===== config.mk =====
export PLATFORM = sky130hd
export DESIGN_NAME = pmofsm_top
export DESIGN_NICKNAME = d
export VERILOG_FILES = /design/src/common/pmofsm_pkg.sv /design/src/hw/pmofsm_standby_request_pin_qual.sv /design/src/hw/pmofsm_top.sv
export SDC_FILE = /design/constraint.sdc
export NUM_CORES = 1
export LEC_CHECK = 0
export ABC_AREA = 1
export BUFFER_PORTS_ARGS = -buffer_cell sky130_fd_sc_hd__buf_2
export CORE_ASPECT_RATIO = 1.75
export CORE_MARGIN = 5
export CORE_UTILIZATION = 33
export DETAILED_ROUTE_END_ITERATION = 7
export PLACE_DENSITY = 0.54
export SLEW_MARGIN = 40
export SYNTH_ARGS = -nofsm -noshare
export SYNTH_HDL_FRONTEND = slang
export SYNTH_SLANG_ARGS = --single-unit

===== constraint.sdc =====
create_clock -name clk_in -period 2.35 [get_ports clk_in]
set_input_delay 0.1175 -clock clk_in [delete_from_list [all_inputs] [get_ports clk_in]]
set_output_delay 0.1175 -clock clk_in [all_outputs]
set_load 0.01 [all_outputs]

===== src/common/pmofsm_pkg.sv =====
package pmofsm_pkg;

    // Register map
    localparam logic [7:0] PWRCTL_ADDR = 8'h1B;
    localparam logic [7:0] STATUS_ADDR = 8'h1C;
    localparam logic [7:0] ONSP_ADDR = 8'h20;
    localparam logic [7:0] STBYSP_ADDR = 8'h28;
    localparam logic [7:0] SLPSP_ADDR = 8'h30;

    // Power control fields
    localparam int STANDBY_POLARITY_INVERT_BIT = 6;
    localparam int STANDBY_HOLD_OFF_DELAY_LSB = 4;
    localparam int STANDBY_HOLD_OFF_DELAY_MSB = 5;
    localparam logic [1:0] STANDBY_HOLD_OFF_DELAY_RST = 2'h1;
    localparam logic STANDBY_POLARITY_INVERT_RST = 1'h0;

    // Set point reset values
    localparam logic [7:0] ONSP_RST = 8'h10;
    localparam logic [7:0] SLPSP_RST = 8'h08;

    localparam int NUM_BUCK = 3;

    // Timing
    localparam int CLK_FREQ_HZ = 250_000_000;
    localparam int SLOW_FREQ_HZ = 32_768;
    localparam int TICK_DIV = CLK_FREQ_HZ / SLOW_FREQ_HZ;
    localparam int TICK_W = 13;
    localparam int LONG_PRESS_MS = 4000;
    localparam int LONG_PRESS_TICKS = (LONG_PRESS_MS * SLOW_FREQ_HZ) / 1000;
    localparam int LONG_W = 18;
    localparam int STANDBY_REQUEST_PIN_SYNC_TICKS = 3;

    typedef enum logic [2:0] {
        ST_COIN,
        ST_OFF,
        ST_ON,
        ST_STANDBY_REQUEST_PIN,
        ST_SLEEP
    } pmofsm_state_e;

    typedef struct packed {
        logic en;
        logic pfm;
        logic [7:0] vsel;
    } pmofsm_rail_s;

    typedef struct packed {
        logic en_cfg;
        logic long_press_off_enable;
        logic auto_restart_enable;
        logic [NUM_BUCK-1:0] regulator_sleep_mode_bit;
        logic linear1_sleep_mode_bit;
        logic linear3_sleep_mode_bit;
    } pmofsm_cfg_s;

endpackage : pmofsm_pkg


===== src/hw/pmofsm_standby_request_pin_qual.sv =====
`timescale 1ns/100ps
module pmofsm_standby_request_pin_qual (
    input wire logic clk_in,
    input wire logic rstn_in,
    input wire logic tick_in,
    input wire logic pin_in,
    input wire logic invert_in,
    input wire logic [1:0] delay_in,
    output logic standby_request_pin_ctl_out
);
    logic [pmofsm_pkg::STANDBY_REQUEST_PIN_SYNC_TICKS-1:0] shift_reg;
    logic [1:0] dly_cnt_reg;
    logic raw;

    assign raw = pin_in ^ invert_in;

    // Three slow-clock stages before the event is seen
    always_ff @(posedge clk_in or negedge rstn_in) begin
        if (!rstn_in) begin
            shift_reg <= '0;
        end else if (tick_in) begin
            shift_reg <= {shift_reg[pmofsm_pkg::STANDBY_REQUEST_PIN_SYNC_TICKS-2:0], raw};
        end
    end

    // Hold-off applies to entry only; exit is not delayed
    always_ff @(posedge clk_in or negedge rstn_in) begin
        if (!rstn_in) begin
            dly_cnt_reg <= 2'h0;
            standby_request_pin_ctl_out <= 1'b0;
        end else if (!shift_reg[pmofsm_pkg::STANDBY_REQUEST_PIN_SYNC_TICKS-1]) begin
            dly_cnt_reg <= 2'h0;
            standby_request_pin_ctl_out <= 1'b0;
        end else if (!standby_request_pin_ctl_out) begin
            if (dly_cnt_reg == delay_in) begin
                standby_request_pin_ctl_out <= 1'b1;
            end else if (tick_in) begin
                dly_cnt_reg <= dly_cnt_reg + 2'h1;
            end
        end
    end
endmodule : pmofsm_standby_request_pin_qual


===== src/hw/pmofsm_top.sv =====
`timescale 1ns/100ps
module pmofsm_top #(
    parameter int TICK_DIV_P = pmofsm_pkg::TICK_DIV,
    parameter int LONG_TICKS_P = pmofsm_pkg::LONG_PRESS_TICKS
) (
    input wire logic clk_in,
    input wire logic rstn_in,
    input wire logic en_pin_in,
    input wire logic standby_request_pin_in,
    input wire logic thermal_shutdown_in,
    input wire logic undervoltage_in,
    input wire pmofsm_pkg::pmofsm_cfg_s cfg_in,
    input wire logic irq_pending_in,
    input wire logic reg_wr_in,
    input wire logic [7:0] reg_addr_in,
    input wire logic [7:0] reg_wdata_in,
    output logic [7:0] reg_rdata_out,
    output pmofsm_pkg::pmofsm_state_e state_out,
    output logic power_on_reset_out_n,
    output logic interrupt_out_n,
    output pmofsm_pkg::pmofsm_rail_s [pmofsm_pkg::NUM_BUCK-1:0] buck_out,
    output logic linear1_retention_out,
    output logic linear3_retention_out,
    output logic low_power_retention_mode_out
);
    localparam int NB = pmofsm_pkg::NUM_BUCK;
    localparam int SW = 4 + $bits(pmofsm_pkg::pmofsm_cfg_s);

    // Pins and comparator flags cross in through two flops
    logic [SW-1:0] sync1_reg;
    logic [SW-1:0] sync2_reg;
    logic en_s;
    logic standby_request_pin_s;
    logic therm_s;
    logic uv_s;
    pmofsm_pkg::pmofsm_cfg_s cfg_s;

    always_ff @(posedge clk_in or negedge rstn_in) begin
        if (!rstn_in) begin
            sync1_reg <= '0;
            sync2_reg <= '0;
        end else begin
            sync1_reg <= {en_pin_in, standby_request_pin_in,
                thermal_shutdown_in, undervoltage_in, cfg_in};
            sync2_reg <= sync1_reg;
        end
    end

    assign {en_s, standby_request_pin_s, therm_s, uv_s, cfg_s} = sync2_reg;

    // Slow tick derived from the core clock
    logic [pmofsm_pkg::TICK_W-1:0] div_reg;
    logic tick_reg;

    always_ff @(posedge clk_in or negedge rstn_in) begin
        if (!rstn_in) begin
            div_reg <= '0;
            tick_reg <= 1'b0;
        end else if (div_reg ==
                pmofsm_pkg::TICK_W'(TICK_DIV_P - 1)) begin
            div_reg <= '0;
            tick_reg <= 1'b1;
        end else begin
            div_reg <= div_reg + 1'b1;
            tick_reg <= 1'b0;
        end
    end

    // Power control register and set points
    logic standby_request_pin_inv_reg;
    logic [1:0] standby_request_pin_dly_reg;
    logic [7:0] on_sp_reg [NB];
    logic [7:0] standby_request_pin_sp_reg [NB];
    logic [7:0] slp_sp_reg [NB];

    always_ff @(posedge clk_in or negedge rstn_in) begin
        if (!rstn_in) begin
            standby_request_pin_inv_reg <= pmofsm_pkg::STANDBY_POLARITY_INVERT_RST;
            standby_request_pin_dly_reg <= pmofsm_pkg::STANDBY_HOLD_OFF_DELAY_RST;
        end else if (reg_wr_in &&
                reg_addr_in == pmofsm_pkg::PWRCTL_ADDR) begin
            standby_request_pin_inv_reg <= reg_wdata_in[pmofsm_pkg::STANDBY_POLARITY_INVERT_BIT];
            standby_request_pin_dly_reg <= reg_wdata_in[pmofsm_pkg::STANDBY_HOLD_OFF_DELAY_MSB:
                pmofsm_pkg::STANDBY_HOLD_OFF_DELAY_LSB];
        end
    end

    genvar gi;
    generate
        for (gi = 0; gi < NB; gi++) begin : g_sp
            // Standby bank starts as an image of the ON bank; the
            // host must set polarity before tailoring it
            always_ff @(posedge clk_in or negedge rstn_in) begin
                if (!rstn_in) begin
                    on_sp_reg[gi] <= pmofsm_pkg::ONSP_RST;
                    standby_request_pin_sp_reg[gi] <= pmofsm_pkg::ONSP_RST;
                    slp_sp_reg[gi] <= pmofsm_pkg::SLPSP_RST;
                end else if (reg_wr_in) begin
                    if (reg_addr_in == pmofsm_pkg::ONSP_ADDR + 8'(gi)) begin
                        on_sp_reg[gi] <= reg_wdata_in;
                    end
                    if (reg_addr_in ==
                            pmofsm_pkg::STBYSP_ADDR + 8'(gi)) begin
                        standby_request_pin_sp_reg[gi] <= reg_wdata_in;
                    end
                    if (reg_addr_in ==
                            pmofsm_pkg::SLPSP_ADDR + 8'(gi)) begin
                        slp_sp_reg[gi] <= reg_wdata_in;
                    end
                end
            end
        end
    endgenerate

    // Standby qualification
    logic standby_request_pin_ctl;

    pmofsm_standby_request_pin_qual u_standby_request_pin_qual (
        .clk_in(clk_in),
        .rstn_in(rstn_in),
        .tick_in(tick_reg),
        .pin_in(standby_request_pin_s),
        .invert_in(standby_request_pin_inv_reg),
        .delay_in(standby_request_pin_dly_reg),
        .standby_request_pin_ctl_out(standby_request_pin_ctl)
    );

    // Enable press timing, sampled on the slow tick
    logic [pmofsm_pkg::LONG_W-1:0] low_cnt_reg;
    logic en_prev_reg;
    logic long_hit;
    logic short_rel;

    assign long_hit = (low_cnt_reg ==
        pmofsm_pkg::LONG_W'(LONG_TICKS_P));
    // Release after a long press is not a turn-on
    assign short_rel = tick_reg && en_s && !en_prev_reg &&
        (low_cnt_reg != '0) && !long_hit;

    always_ff @(posedge clk_in or negedge rstn_in) begin
        if (!rstn_in) begin
            low_cnt_reg <= '0;
            en_prev_reg <= 1'b0;
        end else if (tick_reg) begin
            en_prev_reg <= en_s;
            if (en_s && en_prev_reg) begin
                low_cnt_reg <= '0;
            end else if (!en_s && !long_hit) begin
                low_cnt_reg <= low_cnt_reg + 1'b1;
            end
        end
    end

    // Mode state machine
    pmofsm_pkg::pmofsm_state_e state_reg;
    pmofsm_pkg::pmofsm_state_e state_next;
    logic restart_reg;
    logic restart_next;
    logic any_sleep;
    logic turn_on;
    logic off_req;

    assign any_sleep = |cfg_s.regulator_sleep_mode_bit;
    assign turn_on = cfg_s.en_cfg ? short_rel : en_s;
    assign off_req = cfg_s.en_cfg ?
        (long_hit && cfg_s.long_press_off_enable) : !en_s;

    always_comb begin
        state_next = state_reg;
        restart_next = restart_reg;
        if (tick_reg) begin
            unique case (state_reg)
                pmofsm_pkg::ST_COIN: begin
                    // No turn-on accepted here
                    if (!uv_s) begin
                        state_next = pmofsm_pkg::ST_OFF;
                    end
                end
                pmofsm_pkg::ST_OFF: begin
                    if (uv_s) begin
                        state_next = pmofsm_pkg::ST_COIN;
                    end else if (!therm_s &&
                            (turn_on || restart_reg)) begin
                        state_next = pmofsm_pkg::ST_ON;
                        restart_next = 1'b0;
                    end
                end
                pmofsm_pkg::ST_ON,
                pmofsm_pkg::ST_STANDBY_REQUEST_PIN: begin
                    if (uv_s) begin
                        state_next = pmofsm_pkg::ST_COIN;
                    end else if (therm_s) begin
                        state_next = pmofsm_pkg::ST_OFF;
                    end else if (off_req && any_sleep) begin
                        state_next = pmofsm_pkg::ST_SLEEP;
                    end else if (off_req) begin
                        state_next = pmofsm_pkg::ST_OFF;
                        restart_next = cfg_s.auto_restart_enable;
                    end else if (state_reg == pmofsm_pkg::ST_ON) begin
                        if (standby_request_pin_ctl) begin
                            state_next = pmofsm_pkg::ST_STANDBY_REQUEST_PIN;
                        end
                    end else if (!standby_request_pin_ctl) begin
                        state_next = pmofsm_pkg::ST_ON;
                    end
                end
                pmofsm_pkg::ST_SLEEP: begin
                    if (uv_s) begin
                        state_next = pmofsm_pkg::ST_COIN;
                    end else if (therm_s) begin
                        state_next = pmofsm_pkg::ST_OFF;
                    end else if (turn_on) begin
                        state_next = pmofsm_pkg::ST_ON;
                    end
                end
                default: begin
                    state_next = pmofsm_pkg::ST_COIN;
                end
            endcase
        end
    end

    // Reset starts in coin cell until input is seen valid
    always_ff @(posedge clk_in or negedge rstn_in) begin
        if (!rstn_in) begin
            state_reg <= pmofsm_pkg::ST_COIN;
            restart_reg <= 1'b0;
        end else begin
            state_reg <= state_next;
            restart_reg <= restart_next;
        end
    end

    // Status and reset outputs
    always_ff @(posedge clk_in or negedge rstn_in) begin
        if (!rstn_in) begin
            state_out <= pmofsm_pkg::ST_COIN;
            power_on_reset_out_n <= 1'b0;
        end else begin
            state_out <= state_reg;
            power_on_reset_out_n <= !(state_reg == pmofsm_pkg::ST_OFF ||
                state_reg == pmofsm_pkg::ST_COIN);
        end
    end

    // Interrupt pin is only live in powered states
    always_ff @(posedge clk_in or negedge rstn_in) begin
        if (!rstn_in) begin
            interrupt_out_n <= 1'b1;
        end else begin
            interrupt_out_n <= !(irq_pending_in &&
                (state_reg == pmofsm_pkg::ST_ON ||
                 state_reg == pmofsm_pkg::ST_STANDBY_REQUEST_PIN ||
                 state_reg == pmofsm_pkg::ST_SLEEP));
        end
    end

    // Regulator control per buck
    generate
        for (gi = 0; gi < NB; gi++) begin : g_rail
            always_ff @(posedge clk_in or negedge rstn_in) begin
                if (!rstn_in) begin
                    buck_out[gi] <= '0;
                end else begin
                    unique case (state_reg)
                        pmofsm_pkg::ST_ON: begin
                            buck_out[gi] <= '{1'b1, 1'b0, on_sp_reg[gi]};
                        end
                        pmofsm_pkg::ST_STANDBY_REQUEST_PIN: begin
                            buck_out[gi] <= '{1'b1, 1'b0, standby_request_pin_sp_reg[gi]};
                        end
                        pmofsm_pkg::ST_SLEEP: begin
                            buck_out[gi] <= '{
                                cfg_s.regulator_sleep_mode_bit[gi],
                                1'b1, slp_sp_reg[gi]};
                        end
                        default: begin
                            buck_out[gi] <= '0;
                        end
                    endcase
                end
            end
        end
    endgenerate

    // Retention rails in Sleep
    logic retain;

    assign retain = (state_reg == pmofsm_pkg::ST_SLEEP) &&
        cfg_s.linear1_sleep_mode_bit && cfg_s.linear3_sleep_mode_bit;

    always_ff @(posedge clk_in or negedge rstn_in) begin
        if (!rstn_in) begin
            linear1_retention_out <= 1'b0;
            linear3_retention_out <= 1'b0;
            low_power_retention_mode_out <= 1'b0;
        end else begin
            linear1_retention_out <= retain;
            linear3_retention_out <= retain;
            low_power_retention_mode_out <= retain;
        end
    end

    // Register read data, one cycle after the address
    logic [7:0] rd_mux;

    always_comb begin
        rd_mux = 8'h00;
        if (reg_addr_in == pmofsm_pkg::PWRCTL_ADDR) begin
            rd_mux[pmofsm_pkg::STANDBY_POLARITY_INVERT_BIT] = standby_request_pin_inv_reg;
            rd_mux[pmofsm_pkg::STANDBY_HOLD_OFF_DELAY_MSB:pmofsm_pkg::STANDBY_HOLD_OFF_DELAY_LSB] =
                standby_request_pin_dly_reg;
        end else if (reg_addr_in == pmofsm_pkg::STATUS_ADDR) begin
            rd_mux = {5'h00, state_reg};
        end
        for (int i = 0; i < NB; i++) begin
            if (reg_addr_in == pmofsm_pkg::ONSP_ADDR + 8'(i)) begin
                rd_mux = on_sp_reg[i];
            end
            if (reg_addr_in == pmofsm_pkg::STBYSP_ADDR + 8'(i)) begin
                rd_mux = standby_request_pin_sp_reg[i];
            end
            if (reg_addr_in == pmofsm_pkg::SLPSP_ADDR + 8'(i)) begin
                rd_mux = slp_sp_reg[i];
            end
        end
    end

    always_ff @(posedge clk_in or negedge rstn_in) begin
        if (!rstn_in) begin
            reg_rdata_out <= 8'h00;
        end else begin
            reg_rdata_out <= rd_mux;
        end
    end
endmodule : pmofsm_top


# After elaboration in Yosys (flattened, before gate mapping)
# Cells that the tools add are included.
[word_totals]
register_bits = 186
wordCells = 164
output_inout_bits = 46
inputBits = 32
[op_classes]
muxes = 50
n_eq_ne = 32
reduce_logical = 42
n_bitwise = 1
addsub = 3
[op_table]
columns = ["operator", "count"]
rows = [
  ["10-bit one-hot mux with 3 select lines", 3],
  ["8-bit by 6-bit == test with 1-bit output, second input constant", 9],
  ["8-bit 2-to-1 mux", 9],
  ["3-bit 2-to-1 mux", 15],
  ["18-bit 2-to-1 mux", 2],
  ["2-bit != test, second input constant", 10],
  ["2-bit AND reduction", 10],
  ["18-bit by 1-bit adder with 18-bit output, second input constant", 1],
  ["18-bit == test, second input constant", 1],
  ["18-bit nonzero test", 1],
  ["8-bit by 5-bit == test with 1-bit output, second input constant", 2],
  ["13-bit by 1-bit adder with 13-bit output, second input constant", 1],
  ["13-bit == test, second input constant", 1],
  ["1-bit logical AND", 13],
  ["1-bit 2-to-1 mux", 13],
  ["13-bit 2-to-1 mux", 1],
  ["3-bit one-hot mux with 4 select lines", 1],
  ["2-bit 2-to-1 mux", 4],
  ["8-bit AND reduction", 1],
  ["7-bit by 6-bit != test with 1-bit output, second input constant", 1],
  ["7-bit != test, second input constant", 1],
  ["3-bit by 2-bit == test with 1-bit output, second input constant", 2],
  ["1-bit zero test", 6],
  ["6-bit AND reduction", 1],
  ["15 further kinds", 19],
]

# Depth between registers and ports, before layout
[depth]
depth_word = 12
depth_mapped = 14
ltp_nobuf = 14

# Modules after synthesis
# From an unflattened synthesis, not the netlist that was laid out.
[unflattened]
hier_cells = 938
area_unflattened_um2 = 8236.6
[modules_own_cells]
columns = ["module", "n_inst", "cells_each", "area_each_um2", "seq_area_each_um2"]
rows = [
  ["pmofsm_top", 1, 901, 7938.9, 4468.0],
  ["pmofsm_standby_request_pin_qual", 1, 37, 297.8, 150.1],
]

# Worst setup path after synthesis
# Ideal clock, no wire load.
[synth_path]
kind = "register to register"
startpoint = "reg low_cnt_reg[0] in the netlist's numbering"
endpoint = "reg low_cnt_reg[8] in the netlist's numbering"
path_stages_with_launch = 12
path_slack_ns = 0.662
path_buffers = 2
t_required_ns = 2.218
setup_ns = 0.132
synth_period_minus_slack_ns = 1.688
t_arrival_ns = 1.557
cell_sequence = "dfrtp_1 > inv_1 > ha_1 > nand3_1 > nor2_1 > nand2_1 > o21ai_2 > nand2_1 > buf_4 > buf_6 > nand4_1 > o21ai_0"
[synth_between]
elab_chain_cells = 5
word_cells_on_any_way = 8
classes_between = "add/sub (1); eq/ne (1); mux (2); reduce/logical (4)"
[synth_rtl]
columns = ["element", "line", "source"]
rows = [
  ["start, declared", "pmofsm_top.sv:129", "logic [pmofsm_pkg::LONG_W-1:0] low_cnt_reg;"],
  ["start signal, assigned", "pmofsm_top.sv:149", "low_cnt_reg <= low_cnt_reg + 1'b1;"],
  ["parallel branches: the longest is 5 deep, another holds 18-bit by 1-bit adder with 18-bit output", "-", ""],
]
# Several ways; the timed one is not identified. The select of a mux whose other input is x is not followed.
# A chain may end at the register's enable or synchronous reset.

# Worst setup path after layout
[layout_path]
startpoint = "reg low_cnt_reg[0] in the netlist's numbering"
endpoint = "reg low_cnt_reg[13] in the netlist's numbering"
# Same word-level chain as after synthesis.

==> results.sh <==
export IMPL_hold_slack_ns=0.0887
export IMPL_drv_cap=0
export IMPL_dieArea_mm2=0.0283
export IMPL_powerDensity_mw_per_mm2=656
export IMPL_reg2reg_depth=10
export IMPL_drv_slew=0
export IMPL_cp_start_kind="flip-flop"
export IMPL_worst_ep_arrival_time_ns=2.40
export IMPL_grt_first_pass_wirelength_um=35800
export IMPL_crit_slowest_cell="dfrtp_1"
export IMPL_grt_util_all_layers_pct=16.7
export IMPL_gp_congestion=0.882
export IMPL_numPortBuffers=77
export IMPL_power_mw=6.42
export IMPL_ctsLongestPathBuffers=2
export IMPL_largest_register_ff_count=28
export IMPL_final_setup_viol_count=0
export IMPL_cp_top_family="simple AND/OR/NAND/NOR gates"
export IMPL_vias=6585
export IMPL_die_width_um=129
export IMPL_cp_depth=10
export IMPL_place_hpwl_um=16400
export IMPL_hold_path_class="in -> reg"
export IMPL_status="finished, final reports clean"
export IMPL_seq_area_frac_synth_pct=56.2
export IMPL_finalCriticalPeriod_ns=2.07
export IMPL_ys_types=38
export IMPL_final_hold_viol_count=0
export IMPL_critPathKind="reg -> reg"
export IMPL_cts_sinks=184
export IMPL_diodes=0
export IMPL_drt_total_wl_um=22500
export IMPL_first_iter_violations=398
export IMPL_layout_drive_gt1_share_pct=17.4
export IMPL_finalCritPeriodShare_pct=87.9
export IMPL_yosysTopAreaCell="dfrtp_1"
export IMPL_r2r_setup_slack_ns=0.28
export IMPL_crit_fanout=14
export IMPL_synth_top_area_share_pct=52.7
export IMPL_cp_required_ns=2.68
export IMPL_antenna_found_initial=1
export IMPL_coreArea_mm2=0.0246
export IMPL_max_flop_register="buck_out"
export IMPL_syn_to_final_growth_pct=19.1
export IMPL_synth_area_leaders="dfrtp_1, nand2_1, o21ai_0"
export IMPL_synthesis_nets=980
export IMPL_die_h_um=219
export IMPL_syn_area_per_cell_um2=8.71
export IMPL_p_leak_nw=4.59
export IMPL_async_flop_share_pct=100
export IMPL_cp_cell_sequence="inv_1, ha_1, nand3_1, nor2_1, nand2_1, o21ai_2, nand2_1, buf_4, nand4_1, o21ai_0"
export IMPL_rsz0062_at_grt="no"
export IMPL_pin_count=78
export IMPL_fin_nets=1088
export IMPL_row_count=76
export IMPL_cp_common_cell="nand2_1"
export IMPL_cts_root_buffer="clkbuf_16"
export IMPL_grt_overflow=0
export IMPL_ys_flop_type="dfrtp_1"
export IMPL_synth_edff_count=0
export IMPL_clk_pin_slew_ns=0.07
export IMPL_critPathCapture="low_cnt_reg[13]"
export IMPL_cts_buffers=17
export IMPL_drc=0
export IMPL_insertion_delay_ns=0.45
export IMPL_synth_seq_cells=184
export IMPL_yosys_warnings=0
export IMPL_fmax_ghz=0.484
export IMPL_worst_pin_slew_ns=0.564
export IMPL_skew_ns=0.00881
export IMPL_wl_per_cell_um=16.3
export IMPL_htreeDepth=4
export IMPL_grt_max_degree=55
export IMPL_grt_pass1_vias=6700
export IMPL_vdd_drop_max_uv=511
export IMPL_critical_path_buf_inv_count=2
export IMPL_slowest_delay_ns=0.45
export IMPL_tritoncts="done"
export IMPL_crit_path_end_kind="flip-flop"
export IMPL_firstDrtPassIters=5
export IMPL_viasPerCell=4.78
export IMPL_slew_headroom_pct=62.3
export IMPL_r2r_end="low_cnt_reg[13]"
export IMPL_crit_start="low_cnt_reg[0]"
export IMPL_worstReg2RegStart="low_cnt_reg[0]"
export IMPL_postSynthCellCount=944
export IMPL_tns_ns=0
export IMPL_ant_nets=0
export IMPL_start_util_pct=33.4
export IMPL_netlist_area_mm2=0.00822
==> Yosys cell counts, types with 2 or more instances <==
library cell  instances
nand4_1              33
nor4_2                2
buf_2                 9
o211ai_1             15
buf_4                 5
and3_1                2
nand2_2               7
o21ai_1               6
nor2_2                5
o21ai_2              17
nand2_1             290
dfstp_2              11
a21oi_1              11
buf_6                 4
buf_1                 2
ha_1                  4
nor3_1               13
xnor2_1               5
nor4_1                6
inv_2                 3
clkbuf_1              5
nor2_1               70
o21ai_0              89
xor2_1                6
nand3_1              42
nor2_4                4
inv_1                91
or2_2                 2
dfrtp_1             173
nand3b_1              4
==> worst min-delay path, cell delays in order <==
cell,delay [ns]
buf_2,0.07
inv_1,0.15
o21ai_2,0.17
==> metrics by stage <==
step | std cells | area, um^2 | setup WS (ns) | util (%)
2_1_floorplan | 944 | 8220 | 0.662 | -
3_3_place_gp | 1328 | 9040 | 0.361 | 36.7
3_5_place_dp | 1328 | 9040 | 0.306 | 36.7
4_1_cts | 1377 | 9790 | 0.300 | 39.8
5_1_grt | 1377 | 9790 | 0.0641 | 39.8
6_report | 1377 | 9790 | 0.284 | 39.8
==> logic make-up (layout without fill, tap and decap cells) <==
group / after synthesis / after routing / share of synthesized area (%)
xor+xnor: 11 / 11 / 1.17
fa+ha+maj: 4 / 4 / 0.609
flops: 184 / 184 / 56.2
simple gates: 484 / 484 / 25.9
buf+inv: 120 / 241 / 6.24
mux: 1 / 1 / 0.137
compound gates: 140 / 140 / 9.79
==> area by class of cell <==
type                    count  area (um^2)
clock buffers              19          453
repair buffers            114          752
flip-flops and latches    184         4620
fillers                  2495        14800
clock inverters            13          130
multi-input cells         640         3090
inverters                  95          359
well taps                 312          390
==> cells in the final DEF, fill, tap and decap left out, drive strengths merged <==
cell and instances:
a21oi 11, a31oi 1, and3 2, buf 96
clkbuf 20, clkinv 2, clkinvlp 3, dfrtp 173
dfstp 11, dlygate4sd3 17, ha 4, inv 103
mux2 1, nand2 297, nand3 43, nand3b 4
nand4 33, nor2 79, nor3 14, nor3b 1
nor4 9, o211ai 15, o21ai 112, o22ai 1
or2 2, xnor2 5, xor2 6
==> layer usage <==
layer  up-vias  part of all wire, %  track usage, %
met5         -                0.031               0
met4         2                  3.8            7.78
met3        46                  3.7            3.73
met2       144                   54            29.6
met1      3108                   39            18.8
li1       3285                    -               -
==> power breakdown <==
group	switching, mW	internal, mW	total, mW	leakage (nW)
sequential	0.0569	3.26	3.31	2.44
combinational	0.177	0.0914	0.269	1.87
clock	1.38	1.46	2.84	0.279
total	1.61	4.81	6.42	4.59
==> how the worst min path moves through the flow <==
stage                               start       endpoint  cells past startpoint  slack, ns
final                     reg_wdata_in[7]  on_sp_reg[15]                      3       0.09
after global routing      reg_wdata_in[7]  on_sp_reg[15]                      3       0.11
after CTS                 reg_wdata_in[7]  on_sp_reg[15]                      3       0.08
after detailed placement          rstn_in    buck_out[6]                      1       0.12
after global placement            rstn_in    buck_out[6]                      1       0.13
after floorplan                   rstn_in    buck_out[0]                      0      -0.18
==> repair_timing <==
item | 4_1_cts | 5_1_grt
hold buffers | 17 | 0
resized for setup | 0 | 0
hold endpoints to repair | 64 | 0
setup buffers | 0 | 0
Note: power is estimated with default switching activity, not from simulation.
